File: config.mk
export PLATFORM = sky130hd
export DESIGN_NAME = reference_seek_motion_control
export DESIGN_NICKNAME = d
export VERILOG_FILES = /design/src/hw/pin_sync.v /design/src/hw/step_rate.v /design/src/hw/reference_seek_motion_control.v
export VERILOG_INCLUDE_DIRS = /design/src /design/src/hw
export SDC_FILE = /design/constraint.sdc
export NUM_CORES = 1
export LEC_CHECK = 0
export BUFFER_PORTS_ARGS = -buffer_cell sky130_fd_sc_hd__buf_2
export CORE_UTILIZATION = 43
export CTS_CLUSTER_SIZE = 30
export DETAILED_ROUTE_END_ITERATION = 6
export MAX_ROUTING_LAYER = met4
export PLACE_DENSITY = 0.69
export SYNTH_ARGS = -nofsm -noshare
export SYNTH_HDL_FRONTEND = slang
export SYNTH_SLANG_ARGS = --single-unit
File: constraint.sdc
create_clock -name i_clk -period 5.3 [get_ports i_clk]
set_input_delay 0.265 -clock i_clk [delete_from_list [all_inputs] [get_ports i_clk]]
set_output_delay 0.265 -clock i_clk [all_outputs]
set_load 0.05 [all_outputs]
File: src/hw/seek_consts.vh
`ifndef SEEK_CONSTS_VH
`define SEEK_CONSTS_VH

// Register word addresses on the plain register port.
`define REG_CTRL      8'h00
`define REG_CMD       8'h04
`define REG_CFG_MODE  8'h08
`define REG_CFG_FAST  8'h0c
`define REG_CFG_SLOW  8'h10
`define REG_CFG_ZCNT  8'h14
`define REG_CFG_DECEL 8'h18
`define REG_STATUS    8'h20
`define REG_POS       8'h24
`define REG_SPEED     8'h28

// Field positions.
`define CTRL_ENABLE_BIT  0
`define MODE_LSB         0
`define MODE_MSB         2
`define SEEK_DIR_BIT     4
`define APPR_DIR_BIT     5
`define ST_DONE_BIT      0
`define ST_BUSY_BIT      1
`define ST_DIR_BIT       2
`define ST_ERR_LSB       8
`define ST_ERR_MSB       15

// Commands written to the command register.
`define CMD_SEEK 8'h01
`define CMD_LOAD 8'h02

// Result codes.
`define ERR_NONE    8'h00
`define ERR_ABORT   8'h01
`define ERR_SHORT   8'h02
`define ERR_LIMIT   8'h03
`define ERR_NOT_EN  8'h04
`define ERR_BAD_CMD 8'h05

// Reset values of the configuration table: mode 1, seek negative, approach positive.
`define RST_CFG_MODE  32'h0000_0021
`define RST_CFG_FAST  32'h0000_2710
`define RST_CFG_SLOW  32'h0000_03e8
`define RST_CFG_ZCNT  32'h0000_0001
`define RST_CFG_DECEL 32'h0000_0064

// Clock rate in hertz, the reference for step rates.
`define CLK_HZ 32'h0ee6_b280

`endif

File: src/hw/pin_sync.v
// Two-stage synchroniser for a group of asynchronous pins.
module pin_sync #(
  parameter WIDTH = 4
) (
  // Clock and reset.
  input  wire             i_clk,
  input  wire             i_sys_rst,
  // Pins in and synchronised levels out.
  input  wire [WIDTH-1:0] i_pins,
  output reg  [WIDTH-1:0] o_levels
);

  reg [WIDTH-1:0] meta;

  // The first stage feeds only the second stage.
  always @(posedge i_clk) begin
    if (i_sys_rst) begin
      meta     <= {WIDTH{1'b0}};
      o_levels <= {WIDTH{1'b0}};
    end else begin
      meta     <= i_pins;
      o_levels <= meta;
    end
  end

endmodule // pin_sync

File: src/hw/step_rate.v
`include "seek_consts.vh"

// Step enable generator: a phase accumulator gives exact average step rates up to the clock rate.
module step_rate (
  // Clock and reset.
  input  wire        i_clk,
  input  wire        i_sys_rst,
  // Rate control.
  input  wire        i_run,
  input  wire [31:0] i_speed,
  output reg         o_step
);

  reg  [32:0] acc;
  wire [32:0] sum = acc + {1'b0, i_speed};

  // Speeds at or above the clock rate saturate at one step per cycle.
  always @(posedge i_clk) begin
    if (i_sys_rst || !i_run) begin
      acc    <= 33'h0_0000_0000;
      o_step <= 1'b0;
    end else if (sum >= {1'b0, `CLK_HZ}) begin
      acc    <= (sum - {1'b0, `CLK_HZ} >= {1'b0, `CLK_HZ}) ? 33'h0_0000_0000 : sum - {1'b0, `CLK_HZ};
      o_step <= 1'b1;
    end else begin
      acc    <= sum;
      o_step <= 1'b0;
    end
  end

endmodule // step_rate

File: src/hw/reference_seek_motion_control.v
`include "seek_consts.vh"

// Reference seek motion controller with register port and axis pins.
module reference_seek_motion_control (
  // Clock and reset.
  input  wire        i_clk,
  input  wire        i_sys_rst,
  // Register port.
  input  wire [7:0]  i_addr,
  input  wire [31:0] i_wdata,
  input  wire        i_wr,
  input  wire        i_rd,
  output reg  [31:0] o_rdata,
  // Axis pins.
  input  wire        i_reference_switch_input,
  input  wire        i_zero_pulse_input,
  input  wire        i_upper_limit_switch,
  input  wire        i_lower_limit_switch,
  output reg         o_step,
  output reg         o_dir,
  // Status outputs.
  output reg         o_done,
  output wire        o_busy,
  output reg  [7:0]  o_error,
  output reg  [31:0] o_position,
  output reg  [31:0] o_speed
);

  localparam S_IDLE    = 3'h0;
  localparam S_FAST    = 3'h1;
  localparam S_BRAKE   = 3'h2;
  localparam S_EXIT    = 3'h3;
  localparam S_APPR    = 3'h4;
  localparam S_INSIDE  = 3'h5;
  localparam S_OUTSIDE = 3'h6;
  localparam S_BACK    = 3'h7;

  // Staging table written by software, and the active copy the seek uses.
  reg [31:0] stg_mode;
  reg [31:0] stg_fast;
  reg [31:0] stg_slow;
  reg [31:0] stg_zcnt;
  reg [31:0] stg_decel;
  reg [31:0] act_mode;
  reg [31:0] act_fast;
  reg [31:0] act_slow;
  reg [31:0] act_zcnt;
  reg [31:0] act_decel;
  reg        load_pending;

  reg        module_enable;
  reg        enable_q;
  reg [2:0]  state;
  reg        reversed;
  reg        pass;
  reg [31:0] cnt;
  reg [31:0] width;
  reg [31:0] zcnt;
  reg        zp_q;

  wire [3:0] pins_s;
  wire       reference_switch_input   = pins_s[0];
  wire       zp    = pins_s[1];
  wire       lim_p = pins_s[2];
  wire       lim_n = pins_s[3];
  wire       zp_rise = zp && !zp_q;
  wire [2:0] mode     = act_mode[`MODE_MSB:`MODE_LSB];
  wire       seek_dir = act_mode[`SEEK_DIR_BIT];
  wire       appr_dir = act_mode[`APPR_DIR_BIT];
  wire       moving   = (state != S_IDLE);
  wire       at_limit = o_dir ? lim_p : lim_n;
  wire       step_en;

  // Fast speed until braking ends; slow speed while leaving the switch region and on the final approach.
  wire [31:0] cur_speed = (state == S_FAST || state == S_BRAKE) ? act_fast : act_slow;

  wire cmd_wr = i_wr && (i_addr == `REG_CMD);

  assign o_busy = moving;

  pin_sync #(
    .WIDTH (4)
  ) u_sync (
    .i_clk     (i_clk),
    .i_sys_rst (i_sys_rst),
    .i_pins    ({i_lower_limit_switch, i_upper_limit_switch, i_zero_pulse_input, i_reference_switch_input}),
    .o_levels  (pins_s)
  );

  step_rate u_rate (
    .i_clk     (i_clk),
    .i_sys_rst (i_sys_rst),
    .i_run     (moving),
    .i_speed   (cur_speed),
    .o_step    (step_en)
  );

  // Software-visible staging table and the enable bit.
  always @(posedge i_clk) begin
    if (i_sys_rst) begin
      module_enable <= 1'b0;
      stg_mode      <= `RST_CFG_MODE;
      stg_fast      <= `RST_CFG_FAST;
      stg_slow      <= `RST_CFG_SLOW;
      stg_zcnt      <= `RST_CFG_ZCNT;
      stg_decel     <= `RST_CFG_DECEL;
    end else if (i_wr) begin
      case (i_addr)
        `REG_CTRL:      module_enable <= i_wdata[`CTRL_ENABLE_BIT];
        `REG_CFG_MODE:  stg_mode      <= i_wdata;
        `REG_CFG_FAST:  stg_fast      <= i_wdata;
        `REG_CFG_SLOW:  stg_slow      <= i_wdata;
        `REG_CFG_ZCNT:  stg_zcnt      <= i_wdata;
        `REG_CFG_DECEL: stg_decel     <= i_wdata;
        default: begin
        end
      endcase
    end
  end

  // Read data appear in the cycle after the read strobe; unmapped reads give zero.
  always @(posedge i_clk) begin
    if (i_sys_rst) begin
      o_rdata <= 32'h0000_0000;
    end else if (i_rd) begin
      case (i_addr)
        `REG_CTRL:      o_rdata <= {31'h0000_0000, module_enable};
        `REG_CFG_MODE:  o_rdata <= stg_mode;
        `REG_CFG_FAST:  o_rdata <= stg_fast;
        `REG_CFG_SLOW:  o_rdata <= stg_slow;
        `REG_CFG_ZCNT:  o_rdata <= stg_zcnt;
        `REG_CFG_DECEL: o_rdata <= stg_decel;
        `REG_STATUS:    o_rdata <= {16'h0000, o_error, 5'h00, o_dir, o_busy, o_done};
        `REG_POS:       o_rdata <= o_position;
        `REG_SPEED:     o_rdata <= o_speed;
        default:        o_rdata <= 32'h0000_0000;
      endcase
    end else begin
      o_rdata <= 32'h0000_0000;
    end
  end

  // Active table: loaded once after each reset and then only by the load command.
  always @(posedge i_clk) begin
    if (i_sys_rst) begin
      load_pending <= 1'b1;
      act_mode     <= `RST_CFG_MODE;
      act_fast     <= `RST_CFG_FAST;
      act_slow     <= `RST_CFG_SLOW;
      act_zcnt     <= `RST_CFG_ZCNT;
      act_decel    <= `RST_CFG_DECEL;
    end else begin
      load_pending <= 1'b0;
      if (load_pending || (cmd_wr && module_enable && !moving && i_wdata[7:0] == `CMD_LOAD)) begin
        act_mode  <= stg_mode;
        act_fast  <= stg_fast;
        act_slow  <= stg_slow;
        act_zcnt  <= stg_zcnt;
        act_decel <= stg_decel;
      end
    end
  end

  // Status: speed reads zero at rest; step pulses are registered.
  always @(posedge i_clk) begin
    if (i_sys_rst) begin
      o_speed <= 32'h0000_0000;
      o_step  <= 1'b0;
      zp_q    <= 1'b0;
    end else begin
      o_speed <= moving ? cur_speed : 32'h0000_0000;
      o_step  <= step_en && moving;
      zp_q    <= zp;
    end
  end

  // Seek sequencer. The active region is approached in the approach direction from
  // outside so that modes 1 to 4 all place the point on the same mechanical side.
  always @(posedge i_clk) begin
    if (i_sys_rst) begin
      state      <= S_IDLE;
      o_dir      <= 1'b0;
      o_done     <= 1'b0;
      o_error    <= `ERR_NONE;
      o_position <= 32'h0000_0000;
      enable_q   <= 1'b0;
      reversed   <= 1'b0;
      pass       <= 1'b0;
      cnt        <= 32'h0000_0000;
      width      <= 32'h0000_0000;
      zcnt       <= 32'h0000_0000;
    end else begin
      enable_q <= module_enable;
      if (moving && step_en) begin
        o_position <= o_dir ? o_position + 32'h0000_0001 : o_position - 32'h0000_0001;
      end
      if (moving && enable_q && !module_enable) begin
        state   <= S_IDLE;
        o_done  <= 1'b1;
        o_error <= `ERR_ABORT;
      end else if (!moving && cmd_wr) begin
        if (!module_enable) begin
          o_done  <= 1'b1;
          o_error <= `ERR_NOT_EN;
        end else if (i_wdata[7:0] == `CMD_LOAD) begin
          o_done  <= 1'b1;
          o_error <= `ERR_NONE;
        end else if (i_wdata[7:0] == `CMD_SEEK) begin
          o_error  <= `ERR_NONE;
          reversed <= 1'b0;
          pass     <= 1'b0;
          if (mode == 3'h0 || mode > 3'h4) begin
            o_done <= 1'b1;
          end else begin
            o_done <= 1'b0;
            state  <= S_FAST;
            o_dir  <= seek_dir;
          end
        end else begin
          o_done  <= 1'b1;
          o_error <= `ERR_BAD_CMD;
        end
      end else if (moving && at_limit && !(state == S_FAST && !reversed)) begin
        state   <= S_IDLE;
        o_done  <= 1'b1;
        o_error <= `ERR_LIMIT;
      end else begin
        case (state)
          S_FAST: begin
            if (at_limit) begin
              o_dir    <= ~o_dir;
              reversed <= 1'b1;
            end else if (reference_switch_input) begin
              state <= S_BRAKE;
              cnt   <= 32'h0000_0000;
            end
          end
          S_BRAKE: begin
            if (cnt >= act_decel) begin
              state <= S_EXIT;
              o_dir <= ~appr_dir;
            end else if (!reference_switch_input) begin
              state   <= S_IDLE;
              o_done  <= 1'b1;
              o_error <= `ERR_SHORT;
            end else if (step_en) begin
              cnt <= cnt + 32'h0000_0001;
            end
          end
          S_EXIT: begin
            if (!reference_switch_input) begin
              state <= S_APPR;
              o_dir <= appr_dir;
            end
          end
          S_APPR: begin
            if (reference_switch_input) begin
              cnt  <= 32'h0000_0000;
              zcnt <= 32'h0000_0000;
              if (mode == 3'h1) begin
                state      <= S_IDLE;
                o_done     <= 1'b1;
                o_position <= 32'h0000_0000;
              end else begin
                state <= S_INSIDE;
              end
            end
          end
          S_INSIDE: begin
            if (step_en) begin
              cnt <= cnt + 32'h0000_0001;
            end
            if (zp_rise) begin
              zcnt <= zcnt + 32'h0000_0001;
            end
            if (mode == 3'h4 && zcnt >= act_zcnt) begin
              state      <= S_IDLE;
              o_done     <= 1'b1;
              o_position <= 32'h0000_0000;
            end else if (mode == 3'h2 && pass && cnt >= {1'b0, width[31:1]}) begin
              state      <= S_IDLE;
              o_done     <= 1'b1;
              o_position <= 32'h0000_0000;
            end else if (!reference_switch_input) begin
              if (mode == 3'h3) begin
                state <= S_OUTSIDE;
                zcnt  <= 32'h0000_0000;
              end else if (mode == 3'h2 && !pass) begin
                width <= cnt;
                pass  <= 1'b1;
                state <= S_BACK; // The carriage is past the region, so it must cross it once more.
                o_dir <= ~appr_dir;
              end else begin
                state   <= S_IDLE;
                o_done  <= 1'b1;
                o_error <= `ERR_SHORT;
              end
            end
          end
          S_OUTSIDE: begin
            if (zcnt >= act_zcnt) begin
              state      <= S_IDLE;
              o_done     <= 1'b1;
              o_position <= 32'h0000_0000;
            end else if (zp_rise) begin
              zcnt <= zcnt + 32'h0000_0001;
            end
          end
          // Second pass of mode 2: run back until the switch is seen again, then leave it.
          S_BACK: begin
            if (reference_switch_input) begin
              state <= S_EXIT;
            end
          end
          default: begin
            state <= S_IDLE;
          end
        endcase
      end
    end
  end

endmodule // reference_seek_motion_control

==> impl_metrics.ini, run 1 <==
[outcome]
status = completed

[route]
routedWlPerCell_um = 20.40
viasPerCell = 5.708
drt_iter0_markers = 2670
ant_nets = 0
post-route-drc-count = 0
wirelength_um = 89840
vias = 25140
firstDrtPassIters = 7

[clocking]
cts.reportedPaths.clkPinSlew_ps = 60
cts-buffers-inserted = 58
cts_root_buffer = clkbuf_16
cts.sinks = 541
htree_levels = 2
worstSkewPairLatency_ps = 650
clock_path_buffers = 3
cts_tree = done

[yosys]
post_synth_num_cell_types = 98
synth-warning-count = 0
synth_edf_count = 0
yosys_most_used_dff = dfxtp_1
avgSynthCellArea_um2 = 8.019
syn_area_um2 = 27170
ys_ff_latch = 541
syn_inst = 3388
seq_area_frac_synth_pct = 39.87
synth_async_sr_flop_share_pct = 0

[cells_and_area]
fill_cells = 5926
final_common_cell = nand2_1
ff_latch_area_um2 = 10830
synthToLayoutAreaGrowth_pct = 15.51
drive_gt1_share_pct = 11.77
most-common-layout-cells = nand2_1, dfxtp_1, a21oi_1
multi_input_area_um2 = 15250
final_cell_area_um2 = 31380
insertedDiodeCount = 0
nNetsFinal = 3734

[critical_path]
reg2regPathDepth = 20
worstPathArrival_ps = 5600
critPathMaxFanout = 23
worst_setup_path_end_kind = flip-flop
r2r_start = state[0]$_SDFFE_PP0P_
worstPathRequired_ps = 5820
crit_type = reg2reg
r2r_slack_ps = 220
r2r_end = u_rate.acc[20]$_SDFF_PP0_
cp-start-kind = flip-flop

[place]
gp_congestion = 0.9694
hpwl_um = 61620
preCtsSetupSlack_ps = 58.05
io_buffers = 150
dpl-instance-area_um2 = 28840

[global_route]
grt_overflow = 0
grt_max_degree = 183
antenna_found_initial = 1
grt_pass1_vias = 22840
globalRouteTotalUtil_pct = 28.34
grt_pass1_wl_um = 137000

[floorplan]
initial_core_util_pct = 43.78
fp-row-count = 91
die_w_um = 253.4
die_y_um = 253.4
die_area_um2 = 64190
core_um2 = 62050
io_pins = 156

[timing]
finalSetupTns_ps = 0
worst_slack_ps = 224.2
finClkSkew_ps = 40.96
hold_viol_final = 0
fin_crit_ps = 5076
worst_slew_pin_slew_ps = 1264
period_share_pct = 95.77
slew_viol_final = 0
max_freq_mhz = 197.0
setup_violations = 0
slew_headroom_pct = 15.71

[worst_hold_path]
hp-class = in2reg
hold_depth = 6
min-delay-start = i_addr[7]
min_to = module_enable$_SDFFE_PP0P_

[power_and_ir_drop]
power_density_nw_per_um2 = 276.4
ir_worst_vdd_uv = 226.9
p_leak_nw = 12.25

[flow_run]
drv_cap = 0
-- Yosys cell counts (18+ instances only) --
cell type | number | area share [%]
or3_1 | 20 | 0.46
mux2_2 | 32 | 1.3
nand2b_1 | 18 | 0.41
a21oi_1 | 400 | 7.4
mux2i_1 | 32 | 1.2
nor3_1 | 55 | 1.0
a22oi_1 | 78 | 2.2
clkbuf_1 | 179 | 2.5
nand3_1 | 77 | 1.4
a222oi_1 | 26 | 0.96
a31oi_1 | 41 | 0.94
xor2_1 | 57 | 1.8
inv_1 | 133 | 1.8
and2_1 | 39 | 0.90
nand2_1 | 729 | 10
o21ai_0 | 63 | 1.2
xnor2_1 | 68 | 2.2
nor2_1 | 251 | 3.5
dfxtp_1 | 541 | 40
a21o_1 | 64 | 1.8
ha_1 | 163 | 7.5
and3_1 | 21 | 0.48
nor2b_1 | 31 | 0.71
nand4_1 | 31 | 0.71
-- through the flow --
stage          utilization [%]  power, mW  std cells  hold slack, ps
2_1_floorplan                -      4.354       3397           292.7
3_3_place_gp             46.47      4.461       4251           422.3
3_5_place_dp             46.47      4.462       4251           427.6
4_1_cts                  50.26      8.712       4394           115.4
5_1_grt                  50.57      8.905       4404           207.2
6_report                 50.57      8.675       4404           138.5
-- routing by layer --
metal / vias up / track usage [%] / part of all wire (%)
li1: 11970 / - / -
met1: 11980 / 38.37 / 44
met2: 1029 / 42.39 / 44
met3: 160 / 3.670 / 8.0
met4: 0 / 11.67 / 4.5
met5: - / - / 0
-- worst max path at each step --
stage                     cells after the start  slack (ps)                        end                   from
after floorplan                              25          50  u_rate.acc[16]$_SDFF_PP0_  state[1]$_SDFFE_PP0P_
after global placement                       22         170  u_rate.acc[24]$_SDFF_PP0_  state[0]$_SDFFE_PP0P_
after detailed placement                     22          60  u_rate.acc[24]$_SDFF_PP0_  state[0]$_SDFFE_PP0P_
after CTS                                    22          20  u_rate.acc[24]$_SDFF_PP0_  state[0]$_SDFFE_PP0P_
after global routing                         21         -30   u_rate.acc[4]$_SDFF_PP0_  state[0]$_SDFFE_PP0P_
final                                        20         220  u_rate.acc[20]$_SDFF_PP0_  state[0]$_SDFFE_PP0P_
-- timing repair --
action,in CTS,in global routing
setup endpoints to repair,0,28
setup buffers,0,10
hold endpoints to repair,166,0
hold buffers,37,0
resized for setup,0,18
-- registers in the layout, summed over array words and instances (netlist names), 3 cells and up --
| register | count |
|---|---|
| u_rate.acc | 33 |
| act_decel | 32 |
| act_fast | 32 |
| act_slow | 32 |
| act_zcnt | 32 |
| cnt | 32 |
| o_position | 32 |
| o_rdata | 32 |
| o_speed | 32 |
| stg_decel | 32 |
| stg_fast | 32 |
| stg_mode | 32 |
| stg_slow | 32 |
| stg_zcnt | 32 |
| zcnt | 32 |
| width | 31 |
| act_mode | 5 |
| u_sync.meta | 4 |
| u_sync.o_levels | 4 |
| o_error | 3 |
| state | 3 |
-- where the power goes --
group / switching (mW) / internal (mW) / leakage, nW
combinational: 0.218 / 0.0920 / 6.94
sequential: 0.0114 / 4.08 / 4.36
clock: 1.77 / 2.50 / 0.952
-- kinds of logic (layout without fill, tap and decap cells) --
family	after synthesis	count (layout)	share of synthesized area (%)
AND/OR/NAND/NOR	1327	1327	21.30
multiplexers	64	64	2.505
XOR/XNOR	129	129	4.311
AO/OA/AOI/OAI	828	828	19.57
adder cells (fa/ha/maj)	165	165	7.654
buffers and inverters	333	503	4.776
flip-flops	541	541	39.87
other	1	10	0.01380
-- critical path, cell delays in order, from the launching register on --
cell and delay (ps):
dfxtp_1 320, xnor2_1 160, nor2_4 160, buf_12 210, mux2_2 380, ha_1 370, a21oi_2 260, o311ai_1 150
nor2_2 270, o21bai_4 120, or3_1 440, a21o_1 220, a31o_2 300, a211oi_4 350, or2_1 230, nand4b_1 120
mux2i_1 180, a311oi_2 160, a21oi_4 220, buf_4 220, nor2_1 70
-- cell type report --
cell class,instances,area share (%)
Sequential cell,541,34.51
Clock inverter,23,1.061
Multi-Input combinational cell,2523,48.61
Clock buffer,83,5.243
Tap cell,837,3.337
Inverter,133,1.591
Timing Repair Buffer,264,5.646
Note: power is estimated with default switching activity, not from simulation.
==> inputs of run 2 (changes only) <==
SYNTH_HIERARCHICAL = 1   (was default)
==> run 2 against run 1 <==
Against the previous run:
- sequential cell count unchanged
- global-route usage shrank 2.1 points
- count of clock-buffer cells in the layout grew 3
- largest cell class unchanged
- highest routed layer unchanged
==> impl_metrics.ini, run 2 <==
[outcome]
status = completed

[critical_path]
critPathSlowestCell = ha_1
worst_setup_path_end_kind = flip-flop
path_buf_inv = 4
crit_cells = 20
crit_type = reg2reg
crit_chain = nand2b_1 > a21oi_4 > buf_12 > mux2_2 > ha_1 > buf_4 > nand4_1 > or3_1 > nor3_2 > o21ai_1 > nand3_1 > xor2_1 > nand3b_1 > a311oi_2 > or2_2 > o211ai_2 > a2111oi_4 > buf_4 > clkbuf_16 > nor4_1
critPathMaxStageDelay_ps = 400
reg2regPathDepth = 20
cp-start-kind = flip-flop
r2r_start = state[0]$_SDFFE_PP0P_
cp_top_family = simple AND/OR/NAND/NOR gates
worstPathRequired_ps = 5760
worstPathArrival_ps = 5570
cpMostUsedCell = buf_4
r2r_end = u_rate/acc[19]$_SDFF_PP0_
r2r_slack_ps = 190
critPathMaxFanout = 25

[route]
post-route-drc-count = 0
wirelength_um = 87850
ant_nets = 0
firstDrtPassIters = 6
vias = 25780
viasPerCell = 5.641
drt_iter0_markers = 2434
routedWlPerCell_um = 19.22

[floorplan]
io_pins = 156
die_w_um = 257.2
fp-row-count = 93
core_um2 = 64350
die_area_um2 = 66160
initial_core_util_pct = 43.53
die_y_um = 257.2

[yosys]
post_synth_num_cell_types = 101
seq_area_frac_synth_pct = 38.67
yosys_most_used_dff = dfxtp_1
synth.largest_area_cell = dfxtp_1
syn_area_um2 = 28010
synth_top_area_share_pct = 38.67
ys_ff_latch = 541
syn_inst = 3497
synth_edf_count = 0
synth-warning-count = 6
avgSynthCellArea_um2 = 8.009
synth_commonest_cells = nand2_1, dfxtp_1, a21oi_1
synth_area_leaders = dfxtp_1, nand2_1, ha_1, a21oi_1, nor2_1
synth_async_sr_flop_share_pct = 0
synth_most_common_cell = nand2_1

[clocking]
cts.sinks = 541
clock_path_buffers = 3
cts_tree = done
cts_root_buffer = clkbuf_16
worstSkewPairLatency_ps = 640
htree_levels = 2
cts-buffers-inserted = 57
cts.reportedPaths.clkPinSlew_ps = 60

[place]
post-place-cells = 4417
hpwl_um = 64410
dpl-instance-area_um2 = 29950
io_buffers = 150
gp_congestion = 0.9839

[power_and_ir_drop]
power.total_mw = 8.730
ir_worst_vdd_uv = 236.0
p_leak_nw = 12.40
power_density_nw_per_um2 = 267.0

[cells_and_area]
synthToLayoutAreaGrowth_pct = 16.72
largest-register = u_rate/acc
drive_gt1_share_pct = 13.66
nNetsFinal = 3876
multi_input_area_um2 = 16110
ff_latch_area_um2 = 10830
final_common_cell = nand2_1
most-common-layout-cells = nand2_1, dfxtp_1, a21oi_1
stdcell_count = 4571
largest_reg_flops = 33
final_cell_area_um2 = 32690
fill_cells = 6120

[global_route]
globalRouteTotalUtil_pct = 26.28
grt_max_degree = 226
grt_overflow = 0
grt_pass1_vias = 23820
antenna_found_initial = 4
grt_pass1_wl_um = 136200

[timing]
slew_headroom_pct = 18.03
rsz0062_at_grt = true
finClkSkew_ps = 31.95
holdWs_ps = 116.8
hold_viol_final = 0
fin_crit_ps = 5105
slew_viol_final = 0
max_freq_mhz = 195.9
setup_violations = 0
period_share_pct = 96.32
worst_slew_pin_slew_ps = 1227

[worst_hold_path]
hold_depth = 4
min_to = stg_mode[0]$_SDFFE_PP1P_
hp-class = in2reg
min-delay-start = i_wr

[flow_run]
drv_cap = 0
## run 2: layer usage
| metal | track usage, % | vias up | share of wire (%) |
|---|---|---|---|
| li1 | - | 12620 | - |
| met1 | 34.76 | 12180 | 45 |
| met2 | 41.28 | 820 | 45 |
| met3 | 2.985 | 165 | 5.9 |
| met4 | 9.474 | 0 | 3.8 |
| met5 | - | - | 0 |
## run 2: worst min-delay path: cells and delay by family
kind / cells / cell delay (ps)
buffers and inverters: 1 / 200
AND/OR/NAND/NOR: 3 / 240
## run 2: power breakdown
part / switching (mW) / total [mW] / leakage, nW / internal [mW]
clock: 1.72 / 4.34 / 1.01 / 2.62
sequential: 0.00927 / 4.09 / 4.36 / 4.08
combinational: 0.211 / 0.301 / 7.03 / 0.0899
## run 2: logic make-up (layout without fill, tap and decap cells)
logic type               Yosys count  after routing  share of synthesized area, %
AND/OR/NAND/NOR                 1373           1373                         21.92
AO/OA/AOI/OAI                    880            880                         20.32
flip-flops                       541            541                         38.67
buffers and inverters            340            546                         4.901
adder cells (fa/ha/maj)          165            165                         7.425
XOR/XNOR                         116            116                         3.708
multiplexers                      80             80                         3.038
other                              2             15                       0.02681
## run 2: stage by stage
step	util [%]	TNS (ps)	setup WS [ps]
after floorplan	-	0	21.03
after global placement	46.55	0	155.8
after detailed placement	46.55	0	96.30
after CTS	50.37	0	68.55
after global routing	50.79	-73.03	-19.72
final	50.80	0	195.0
## run 2: what timing repair did
| action | in CTS | in global routing |
|---|---|---|
| hold endpoints to repair | 174 | 0 |
| buffers inserted | 0 | 1 |
| hold buffers | 40 | 0 |
| endpoints found under the setup margin | 0 | 28 |
| gates resized for setup | 0 | 50 |
## run 2: worst max-delay path by stage
stage	from	endpoint	slack, ps
after floorplan	state[1]$_SDFFE_PP0P_	u_rate/acc[12]$_SDFF_PP0_	20
after global placement	state[1]$_SDFFE_PP0P_	u_rate/acc[18]$_SDFF_PP0_	160
after detailed placement	state[1]$_SDFFE_PP0P_	u_rate/acc[21]$_SDFF_PP0_	100
after CTS	state[1]$_SDFFE_PP0P_	u_rate/acc[21]$_SDFF_PP0_	70
after global routing	state[0]$_SDFFE_PP0P_	u_rate/acc[19]$_SDFF_PP0_	-20
final	state[0]$_SDFFE_PP0P_	u_rate/acc[19]$_SDFF_PP0_	190
## run 2: area by class of cell
cell class	instances	share of cell area, %
Tap cell	855	3.272
Clock buffer	86	5.221
Inverter	128	1.470
Timing Repair Buffer	311	6.522
Clock inverter	21	1.068
Multi-Input combinational cell	2624	49.28
Antenna cell	5	0.03827
Sequential cell	541	33.13
